### src/core/revc_pkg.sv
// constants and types of the regulator enable and voltage control register bank
// Notes on behaviour
// - enable-source field bits 2:1: 00 sequencer, 01/10/11 input pin one/two/three
// - chosen pin going active turns regulator on, going passive turns it off
// - chosen voltage pin going active picks setting B, going passive picks A
// - voltage-source field bits 6:5: 00 sequencer, 01/10/11 input pin one/two/three
// - control bit 0 requests off (0) or on (1), subject to source priority
// - control bit 3: 0 pull-down connected while off, 1 disconnected
// - control bit 7: default supply, or sequenced and kept on in low power off
// - select bits 7..4 pick A (0) or B (1) for regulators four..one
// - select bits 3,2,0 pick A/B for converters two, three, one; bit 1 reserved
// - control bit 4 is reserved and controls nothing
package revc_pkg;

  localparam int unsigned NUM_REG  = 4;
  localparam int unsigned NUM_CONV = 3;
  localparam int unsigned NUM_PIN  = 3;

  // printed register indices; byte address is four times the index
  localparam logic [11:0] IDX_CTRL1 = 12'h026;
  localparam logic [11:0] IDX_CTRL2 = 12'h027;
  localparam logic [11:0] IDX_CTRL3 = 12'h028;
  localparam logic [11:0] IDX_CTRL4 = 12'h029;
  localparam logic [11:0] IDX_VSEL  = 12'h032;
  localparam int unsigned ADDR_LSB  = 2;

  // control register field positions
  localparam int unsigned CTL_ON_BIT   = 0;
  localparam int unsigned CTL_ENSRC_LO = 1;
  localparam int unsigned CTL_PDDIS    = 3;
  localparam int unsigned CTL_VSRC_LO  = 5;
  localparam int unsigned CTL_CONF     = 7;

  // select register field positions
  localparam int unsigned VS_REG_LO = 4;
  localparam int unsigned VS_CONV1  = 0;
  localparam int unsigned VS_CONV3  = 2;
  localparam int unsigned VS_CONV2  = 3;

  // writable bits; the rest are reserved and read zero
  localparam logic [7:0] CTRL_MASK = 8'hEF;
  localparam logic [7:0] VSEL_MASK = 8'hFD;

  // values after reset
  localparam logic [7:0] CTRL_RESET = 8'h00;
  localparam logic [7:0] VSEL_RESET = 8'h00;

  // source selector encoding
  typedef enum logic [1:0] {
    REVC_SRC_SEQ  = 2'h0,
    REVC_SRC_PIN1 = 2'h1,
    REVC_SRC_PIN2 = 2'h2,
    REVC_SRC_PIN3 = 2'h3
  } revc_src_t;

  // bus phase state, gray along idle -> read wait
  typedef enum logic [0:0] {
    REVC_BUS_IDLE  = 1'h0,
    REVC_BUS_RDWAIT = 1'h1
  } revc_bus_t;

  localparam logic [1:0] HTRANS_NONSEQ = 2'h2;
  localparam logic [1:0] HTRANS_SEQ    = 2'h3;
  localparam logic       HRESP_OKAY    = 1'h0;

endpackage

### src/core/revc_edge.sv
// level synchroniser and edge detector for a group of event inputs
`timescale 1ns/1ps

module revc_edge #(
  parameter int unsigned W      = 3,
  parameter bit          SYNC   = 1'b1,
  parameter logic [W-1:0] ACTIVE = '1
) (
  // clock and reset
  input  wire logic         clk_i,
  input  wire logic         rstn_i,
  // raw inputs
  input  wire logic [W-1:0] raw_i,
  // passive-to-active and active-to-passive pulses
  output logic      [W-1:0] rise_o,
  output logic      [W-1:0] fall_o
);

  logic [W-1:0] meta_r;
  logic [W-1:0] stab_r;
  logic [W-1:0] prev_r;
  wire  [W-1:0] lvl = ~(raw_i ^ ACTIVE);

  // first stage feeds only the second; bypassed for same-clock sources
  generate
    if (SYNC) begin : g_sync
      always_ff @(posedge clk_i or negedge rstn_i) begin
        if (!rstn_i) begin
          meta_r <= '0;
          stab_r <= '0;
        end else begin
          meta_r <= lvl;
          stab_r <= meta_r;
        end
      end
    end else begin : g_nosync
      assign meta_r = '0;
      assign stab_r = lvl;
    end
  endgenerate

  // previous level; starts passive so an input active at reset gives one rise
  always_ff @(posedge clk_i or negedge rstn_i) begin
    if (!rstn_i) begin
      prev_r <= '0;
    end else begin
      prev_r <= stab_r;
    end
  end

  assign rise_o = stab_r & ~prev_r;
  assign fall_o = ~stab_r & prev_r;

endmodule

### src/core/revc_top.sv
// regulator enable and voltage select register bank with AHB-Lite slave
//
// The AHB-Lite register port is this design's own decision.
`timescale 1ns/1ps

module revc_top
  import revc_pkg::*;
#(
  parameter logic [revc_pkg::NUM_PIN-1:0] PIN_ACTIVE = 3'h7
) (
  // clock and reset
  input  wire logic                            REF_CLK_I,
  input  wire logic                            RSTN_I,
  // AHB-Lite slave
  input  wire logic                            HSEL_I,
  input  wire logic [31:0]                     HADDR_I,
  input  wire logic [1:0]                      HTRANS_I,
  input  wire logic                            HWRITE_I,
  input  wire logic [2:0]                      HSIZE_I,
  input  wire logic [31:0]                     HWDATA_I,
  input  wire logic                            HREADY_I,
  output logic      [31:0]                     HRDATA_O,
  output logic                                 HREADYOUT_O,
  output logic                                 HRESP_O,
  // input pins one..three, asynchronous
  input  wire logic [revc_pkg::NUM_PIN-1:0]    INPUT_PIN_I,
  // power sequencer, same clock
  input  wire logic [revc_pkg::NUM_REG-1:0]    SEQ_REG_ON_I,
  input  wire logic [revc_pkg::NUM_REG-1:0]    SEQ_REG_VSEL_I,
  input  wire logic                            LOW_POWER_OFF_I,
  // regulator controls
  output logic      [revc_pkg::NUM_REG-1:0]    REG_ON_O,
  output logic      [revc_pkg::NUM_REG-1:0]    REG_PULLDOWN_O,
  output logic      [revc_pkg::NUM_REG-1:0]    REG_VOLTAGE_CHOICE_O,
  output logic      [revc_pkg::NUM_REG-1:0]    REG_SEQ_HANDLED_O,
  output logic      [revc_pkg::NUM_CONV-1:0]   CONV_VOLTAGE_CHOICE_O
);

  import revc_pkg::*;

  // register state
  // four control bytes and one select byte; reserved bits are never stored,
  // so the masks at the write port are the only place that keeps them zero
  // bus_r tracks the read wait state; wr_pend_r marks a write data phase
  // addr_r holds the captured word index for the whole data phase
  logic [7:0]           ctrl_r   [NUM_REG];
  logic [7:0]           ctrl_nxt [NUM_REG];
  logic [7:0]           vsel_r;
  logic [7:0]           vsel_nxt;
  revc_bus_t            bus_r;
  logic                 wr_pend_r;
  logic [11:0]          addr_r;

  // pin and sequencer edges
  logic [NUM_PIN-1:0]   pin_rise;
  logic [NUM_PIN-1:0]   pin_fall;
  logic [NUM_REG-1:0]   seq_on_rise;
  logic [NUM_REG-1:0]   seq_on_fall;
  logic [NUM_REG-1:0]   seq_vs_rise;
  logic [NUM_REG-1:0]   seq_vs_fall;

  // external pins cross into this clock through two flops
  // the pin path adds three edges of delay before the register bit moves;
  // a pulse shorter than a clock period may be missed
  revc_edge #(
    .W      (NUM_PIN),
    .SYNC   (1'b1),
    .ACTIVE (PIN_ACTIVE)
  ) u_pin_edge (
    .clk_i  (REF_CLK_I),
    .rstn_i (RSTN_I),
    .raw_i  (INPUT_PIN_I),
    .rise_o (pin_rise),
    .fall_o (pin_fall)
  );

  // sequencer requests are on our clock: edges only, no sync
  // skipping the flops saves two cycles of reaction time
  revc_edge #(
    .W      (NUM_REG),
    .SYNC   (1'b0),
    .ACTIVE ('1)
  ) u_seq_on_edge (
    .clk_i  (REF_CLK_I),
    .rstn_i (RSTN_I),
    .raw_i  (SEQ_REG_ON_I),
    .rise_o (seq_on_rise),
    .fall_o (seq_on_fall)
  );

  revc_edge #(
    .W      (NUM_REG),
    .SYNC   (1'b0),
    .ACTIVE ('1)
  ) u_seq_vs_edge (
    .clk_i  (REF_CLK_I),
    .rstn_i (RSTN_I),
    .raw_i  (SEQ_REG_VSEL_I),
    .rise_o (seq_vs_rise),
    .fall_o (seq_vs_fall)
  );

  // picks the event of the selected source; used for both on/off and A/B
  // all four codes are legal, so the case needs no default
  // the sequencer code stands beside the pins so one path serves both
  function automatic logic pick_event(input logic [1:0] src, input logic seq_ev,
                                      input logic [NUM_PIN-1:0] pin_ev);
    logic ev;
    ev = 1'b0;
    unique case (revc_src_t'(src))
      REVC_SRC_SEQ:  ev = seq_ev;
      REVC_SRC_PIN1: ev = pin_ev[0];
      REVC_SRC_PIN2: ev = pin_ev[1];
      REVC_SRC_PIN3: ev = pin_ev[2];
    endcase
    return ev;
  endfunction

  // bus decode
  // a transfer is taken only when the bus is ready and the master
  // asks for NONSEQ or SEQ; IDLE and BUSY are ignored
  // hsize is not checked: every register sits in its own aligned word,
  // and a narrower access simply sees the low byte
  // the index decode runs off the captured address, so the data phase
  // never depends on what the master drives for the next address phase
  wire        xfer_req  = HSEL_I & HREADY_I & (HTRANS_I == HTRANS_NONSEQ || HTRANS_I == HTRANS_SEQ);
  wire [11:0] xfer_idx  = HADDR_I[ADDR_LSB +: 12];
  wire        wr_hit    = wr_pend_r;
  wire        hit_ctrl1 = (addr_r == IDX_CTRL1);
  wire        hit_ctrl2 = (addr_r == IDX_CTRL2);
  wire        hit_ctrl3 = (addr_r == IDX_CTRL3);
  wire        hit_ctrl4 = (addr_r == IDX_CTRL4);
  wire        hit_vsel  = (addr_r == IDX_VSEL);
  wire [3:0]  hit_ctrl  = {hit_ctrl4, hit_ctrl3, hit_ctrl2, hit_ctrl1};

  // read mux; reserved bits were never stored so they read zero
  wire [7:0]  rd_byte   = hit_ctrl1 ? ctrl_r[0] :
                          hit_ctrl2 ? ctrl_r[1] :
                          hit_ctrl3 ? ctrl_r[2] :
                          hit_ctrl4 ? ctrl_r[3] :
                          hit_vsel  ? vsel_r    : 8'h00;

  // address phase capture; reads take one wait state so they see prior writes
  always_ff @(posedge REF_CLK_I or negedge RSTN_I) begin
    if (!RSTN_I) begin
      bus_r       <= REVC_BUS_IDLE;
      wr_pend_r   <= 1'b0;
      addr_r      <= 12'h000;
      HREADYOUT_O <= 1'b1;
      HRDATA_O    <= 32'h0000_0000;
    end else begin
      unique case (bus_r)
        REVC_BUS_IDLE: begin
          wr_pend_r <= xfer_req & HWRITE_I;
          if (xfer_req) begin
            addr_r <= xfer_idx;
          end
          if (xfer_req && !HWRITE_I) begin
            bus_r       <= REVC_BUS_RDWAIT;
            HREADYOUT_O <= 1'b0;
          end
        end
        REVC_BUS_RDWAIT: begin
          bus_r       <= REVC_BUS_IDLE;
          HREADYOUT_O <= 1'b1;
          HRDATA_O    <= {24'h00_0000, rd_byte};
        end
      endcase
    end
  end

  // every transfer, mapped or not, gets an okay answer
  // an error answer would need a two-cycle response; the bank has no
  // failure case worth it, so unmapped words read zero instead
  always_ff @(posedge REF_CLK_I or negedge RSTN_I) begin
    if (!RSTN_I) begin
      HRESP_O <= HRESP_OKAY;
    end else begin
      HRESP_O <= HRESP_OKAY;
    end
  end

  // control registers
  // one byte per regulator: on request, enable source, pull-down disable,
  // voltage source and startup config
  // the on bit has two writers, software and the selected source; the
  // selected source is an edge, so a level held high does not fight software
  // limitation: a source change through a write creates no edge by itself
  // software write first, then hardware edges override: an edge in the write
  // cycle is never lost
  generate
    for (genvar g = 0; g < NUM_REG; g++) begin : g_ctrl
      wire [1:0] en_src = ctrl_r[g][CTL_ENSRC_LO +: 2];
      wire       on_set = pick_event(en_src, seq_on_rise[g], pin_rise);
      wire       on_clr = pick_event(en_src, seq_on_fall[g], pin_fall);

      always_comb begin
        ctrl_nxt[g] = ctrl_r[g];
        if (wr_hit && hit_ctrl[g]) begin
          ctrl_nxt[g] = HWDATA_I[7:0] & CTRL_MASK;
        end
        if (on_set) begin
          ctrl_nxt[g][CTL_ON_BIT] = 1'b1;
        end else if (on_clr) begin
          ctrl_nxt[g][CTL_ON_BIT] = 1'b0;
        end
      end

      always_ff @(posedge REF_CLK_I or negedge RSTN_I) begin
        if (!RSTN_I) begin
          ctrl_r[g] <= CTRL_RESET;
        end else begin
          ctrl_r[g] <= ctrl_nxt[g];
        end
      end
    end
  endgenerate

  // voltage select
  // regulator bits 7..4 have the same two writers as the on bit;
  // converter bits 3, 2 and 0 are written by software alone
  // bit 1 is reserved and masked at the write port
  // the same edge picker serves on/off and A/B, so the two source fields
  // decode identically
  logic [NUM_REG-1:0] vs_set;
  logic [NUM_REG-1:0] vs_clr;

  generate
    for (genvar g = 0; g < NUM_REG; g++) begin : g_vsrc
      wire [1:0] v_src = ctrl_r[g][CTL_VSRC_LO +: 2];
      assign vs_set[g] = pick_event(v_src, seq_vs_rise[g], pin_rise);
      assign vs_clr[g] = pick_event(v_src, seq_vs_fall[g], pin_fall);
    end
  endgenerate

  // regulator bits follow source edges; converter bits are software only
  always_comb begin
    vsel_nxt = vsel_r;
    if (wr_hit && hit_vsel) begin
      vsel_nxt = HWDATA_I[7:0] & VSEL_MASK;
    end
    for (int i = 0; i < NUM_REG; i++) begin
      if (vs_set[i]) begin
        vsel_nxt[VS_REG_LO + i] = 1'b1;
      end else if (vs_clr[i]) begin
        vsel_nxt[VS_REG_LO + i] = 1'b0;
      end
    end
  end

  always_ff @(posedge REF_CLK_I or negedge RSTN_I) begin
    if (!RSTN_I) begin
      vsel_r <= VSEL_RESET;
    end else begin
      vsel_r <= vsel_nxt;
    end
  end

  // outputs
  // every pin of the bank leaves from a flop, which costs one cycle of
  // latency behind the registers but keeps glitches off the regulators
  // pull-down is only ever connected while the regulator is off, so the
  // output stage never loads a running supply
  // low power off masks the on outputs; the stored on bits are untouched,
  // so leaving the state restores the previous regulator set
  // low power off state keeps only regulators marked as sequenced-and-on
  logic [NUM_REG-1:0] on_now;
  logic [NUM_REG-1:0] pd_dis;
  logic [NUM_REG-1:0] conf_bit;

  generate
    for (genvar g = 0; g < NUM_REG; g++) begin : g_out
      assign conf_bit[g] = ctrl_r[g][CTL_CONF];
      assign pd_dis[g]   = ctrl_r[g][CTL_PDDIS];
      assign on_now[g]   = ctrl_r[g][CTL_ON_BIT] & (~LOW_POWER_OFF_I | conf_bit[g]);
    end
  endgenerate

  // registered so every output comes from a flop; one cycle behind the registers
  always_ff @(posedge REF_CLK_I or negedge RSTN_I) begin
    if (!RSTN_I) begin
      REG_ON_O              <= '0;
      REG_PULLDOWN_O        <= '0;
      REG_VOLTAGE_CHOICE_O  <= '0;
      REG_SEQ_HANDLED_O     <= '0;
      CONV_VOLTAGE_CHOICE_O <= '0;
    end else begin
      REG_ON_O              <= on_now;
      REG_PULLDOWN_O        <= ~on_now & ~pd_dis;
      REG_VOLTAGE_CHOICE_O  <= vsel_r[VS_REG_LO +: NUM_REG];
      REG_SEQ_HANDLED_O     <= conf_bit;
      CONV_VOLTAGE_CHOICE_O <= {vsel_r[VS_CONV3], vsel_r[VS_CONV2], vsel_r[VS_CONV1]};
    end
  end

endmodule

### config.mk
export PLATFORM = sky130hd
export DESIGN_NAME = revc_top
export DESIGN_NICKNAME = d
export VERILOG_FILES = /design/src/core/revc_pkg.sv /design/src/core/revc_edge.sv /design/src/core/revc_top.sv
export SDC_FILE = /design/constraint.sdc
export NUM_CORES = 1
export LEC_CHECK = 0
export BUFFER_PORTS_ARGS = -buffer_cell sky130_fd_sc_hd__buf_2
export CORE_ASPECT_RATIO = 0.75
export CORE_UTILIZATION = 45
export CTS_CLUSTER_DIAMETER = 40
export DETAILED_ROUTE_END_ITERATION = 7
export PLACE_DENSITY = 0.83
export SLEW_MARGIN = 10
export SYNTH_ARGS = -nofsm -noshare
export SYNTH_HDL_FRONTEND = slang
export SYNTH_SLANG_ARGS = --single-unit
### constraint.sdc
create_clock -name REF_CLK_I -period 5.45 [get_ports REF_CLK_I]
set_input_delay 1.09 -clock REF_CLK_I [delete_from_list [all_inputs] [get_ports REF_CLK_I]]
set_output_delay 1.09 -clock REF_CLK_I [all_outputs]
set_load 0.05 [all_outputs]
==> impl_metrics.env <==
export IMPL_clkSlewWorstSetupHoldPaths_ns=0.06
export IMPL_yosys_top_cells_area="dfrtp_1 (52%), mux2_2 (9.1%), mux4_2 (6.1%)"
export IMPL_grt_ovfl_total=0
export IMPL_hold_path_class="flop to flop"
export IMPL_num_fill_cells=838
export IMPL_synthArstFlopShare_pct=100
export IMPL_synth_edff_count=0
export IMPL_start_util_pct=46.2
export IMPL_skew_ns=0.0112
export IMPL_top_layer_used="met4"
export IMPL_arrival_ns=2.77
export IMPL_postRouteAntennaNets=0
export IMPL_power_w=0.00177
export IMPL_worstSetupStartpointType="flop"
export IMPL_period_share_pct=46.8
export IMPL_yosysUniqueCellTypes=51
export IMPL_crit_required_ns=5.68
export IMPL_cts_root_buf="clkbuf_16"
export IMPL_cts_buffer_depth=2
export IMPL_numPortBuffers=65
export IMPL_vias=3197
export IMPL_drc=0
export IMPL_maxCapViolations=0
export IMPL_final_hold_violation_count=0
export IMPL_worstMarginPinSlew_ns=0.773
export IMPL_crit_type="flop to flop"
export IMPL_synth_seq_cells=94
export IMPL_place_congestion=0.903
export IMPL_firstDrtPassIters=7
export IMPL_wl_met3_um=749
export IMPL_cp_max_fo=16
export IMPL_ys_seq_area_share_pct=52.7
export IMPL_max_freq_mhz=392
export IMPL_routed_wl_met2_mm=4.67
export IMPL_viasPerCell=5.73
export IMPL_status="complete, no violations"
export IMPL_netlist_area_leader_share_pct=52.1
export IMPL_io_pins=139
export IMPL_relSlewSlack_pct=48.1
export IMPL_synth_avg_cell_area_um2=12.5
export IMPL_cts_hold_buf=0
export IMPL_vdd_drop_max_uv=217
export IMPL_wl_per_cell_um=18.0
export IMPL_p_per_area_mw_per_mm2=345
export IMPL_clk_latency_ns=0.35
export IMPL_dieHeight_um=88.2
export IMPL_num_antenna_cells=0
export IMPL_die_w_um=117
export IMPL_antenna_found_initial=0
export IMPL_h_tree_depth=3
export IMPL_grt_pass1_vias=3136
export IMPL_synth_most_common_cell="dfrtp_1"
export IMPL_synth_warnings=0
export IMPL_worstSetupEndpointType="flop"
export IMPL_core_area_mm2=0.00966
export IMPL_finalSetupTns_ns=0
export IMPL_fin_util_pct=53.0
export IMPL_die_area_mm2=0.0103
export IMPL_cts_tree="built"
export IMPL_cts_resized_gates=0
export IMPL_num_rows=31
export IMPL_grt_setup_unrepaired="no"
export IMPL_synth_ff_type="dfrtp_1"
export IMPL_period_minus_slack_ns=2.55
export IMPL_grt_use_total_pct=21.4
export IMPL_routed_wl_mm=10.0
export IMPL_syn2layout_area_growth_pct=14.7
export IMPL_fin_nets=507
export IMPL_syn_area_mm2=0.00446
export IMPL_met1_length_mm=4.40
export IMPL_setup_viol=0
export IMPL_hpwlAfterDp_mm=7.33
export IMPL_drt_initial_drc_count=263
export IMPL_grt_max_degree=56
export IMPL_grt_first_pass_wirelength_mm=16.1
export IMPL_cts_buffers_inserted=9
export IMPL_synth_common_cells="dfrtp_1 (93), mux2_2 (36), buf_4 (26), nand2b_1 (21), nor2_1 (13)"
export IMPL_cellLeakagePower_nw=2.23
export IMPL_syn_inst=358
export IMPL_yosysTopAreaCell="dfrtp_1"
export IMPL_drive_gt1_share_pct=33.1
export IMPL_clkSinkCount=94
export IMPL_drv_slew=0
export IMPL_cts_setup_buffers=0
[power by group]
part | switching [W] | leakage (nW) | internal (W) | total [W]
sequential | 0.0000572 | 1.12 | 0.000756 | 0.000813
clock | 0.000269 | 0.149 | 0.000371 | 0.000640
combinational | 0.000218 | 0.962 | 0.0000950 | 0.000313
[cells in the final DEF (no fill, tap or decap), types with 5 or more instances in the layout]
master and n:
a21oi_1 7, a221oi_1 6, buf_2 64, clkbuf_16 9
conb_1 25, dfrtp_1 93, inv_1 9, mux2_2 36
mux2i_1 9, mux4_2 12, nand2_1 10, nand2b_1 21
nand3_1 7, nand4_1 10, nor2_1 13, nor2b_1 7
nor4_1 8, o21ai_0 9, o221ai_1 5, o22ai_1 6
[final timing paths]
path | startpoint | endpoint | slack (ns) | depth (start not counted)
min reg2reg | u_pin_edge.meta_r[1]$_DFF_PN0_ | u_pin_edge.stab_r[1]$_DFF_PN0_ | 0.35 | 0
min | u_pin_edge.meta_r[1]$_DFF_PN0_ | u_pin_edge.stab_r[1]$_DFF_PN0_ | 0.35 | 0
max | addr_r[10]$_DFFE_PN0P_ | ctrl_r[2]$_DFFE_PN0P_ | 2.90 | 3
max in group asynchronous | RSTN_I | addr_r[5]$_DFFE_PN0P_ | 3.67 | 2
max reg2reg | addr_r[10]$_DFFE_PN0P_ | ctrl_r[2]$_DFFE_PN0P_ | 2.90 | 3
min in group asynchronous | RSTN_I | u_pin_edge.meta_r[0]$_DFF_PN0_ | 0.71 | 1
[registers in the layout (all words and copies together) (netlist names), 4 cells and up]
signal	flops
vsel_r	7
REG_PULLDOWN_O	4
addr_r	12
ctrl_r	24
u_seq_vs_edge.prev_r	4
REG_ON_O	4
u_seq_on_edge.prev_r	4
HRDATA_O	8
conf_bit	4
REG_SEQ_HANDLED_O	4
REG_VOLTAGE_CHOICE_O	4
[critical path, cell delays in order (launching register included)]
cell     delay (ns)
dfrtp_1        0.39
or4b_1         0.89
nor4_4         0.74
mux2_2         0.41
[final cells by class]
type	instances	area (µm²)	share of cell area [%]
multi-input combinational	239	1910	37.3
timing repair buffer	68	350	6.84
inverter	9	33.8	0.660
clock buffer	10	239	4.67
clock inverter	6	68.8	1.34
tap	132	165	3.23
sequential	94	2350	46.0
[kinds of logic after synthesis]
| logic type | Yosys count | synth area share (%) |
|---|---|---|
| AO/OA/AOI/OAI | 57 | 9.11 |
| buffers and inverters | 49 | 6.53 |
| flip-flops | 94 | 52.7 |
| multiplexers | 57 | 17.2 |
| other | 1 | 0.0840 |
| AND/OR/NAND/NOR | 100 | 14.4 |
[routing by layer]
layer	track usage [%]	vias up
li1	-	1420
met1	29.6	1577
met2	33.0	176
met3	5.48	24
met4	7.71	0
met5	0	-
[metrics by stage]
stage	hold slack [ns]	cell area, µm²	cells	setup WS [ns]
5_1_grt	0.358	5120	558	2.78
3_3_place_gp	0.332	4810	542	3.00
3_5_place_dp	0.335	4810	542	2.95
4_1_cts	0.349	5120	558	2.93
2_1_floorplan	0.331	4550	382	3.36
6_report	0.347	5120	558	2.90
Note: power is estimated with default switching activity, not from simulation.
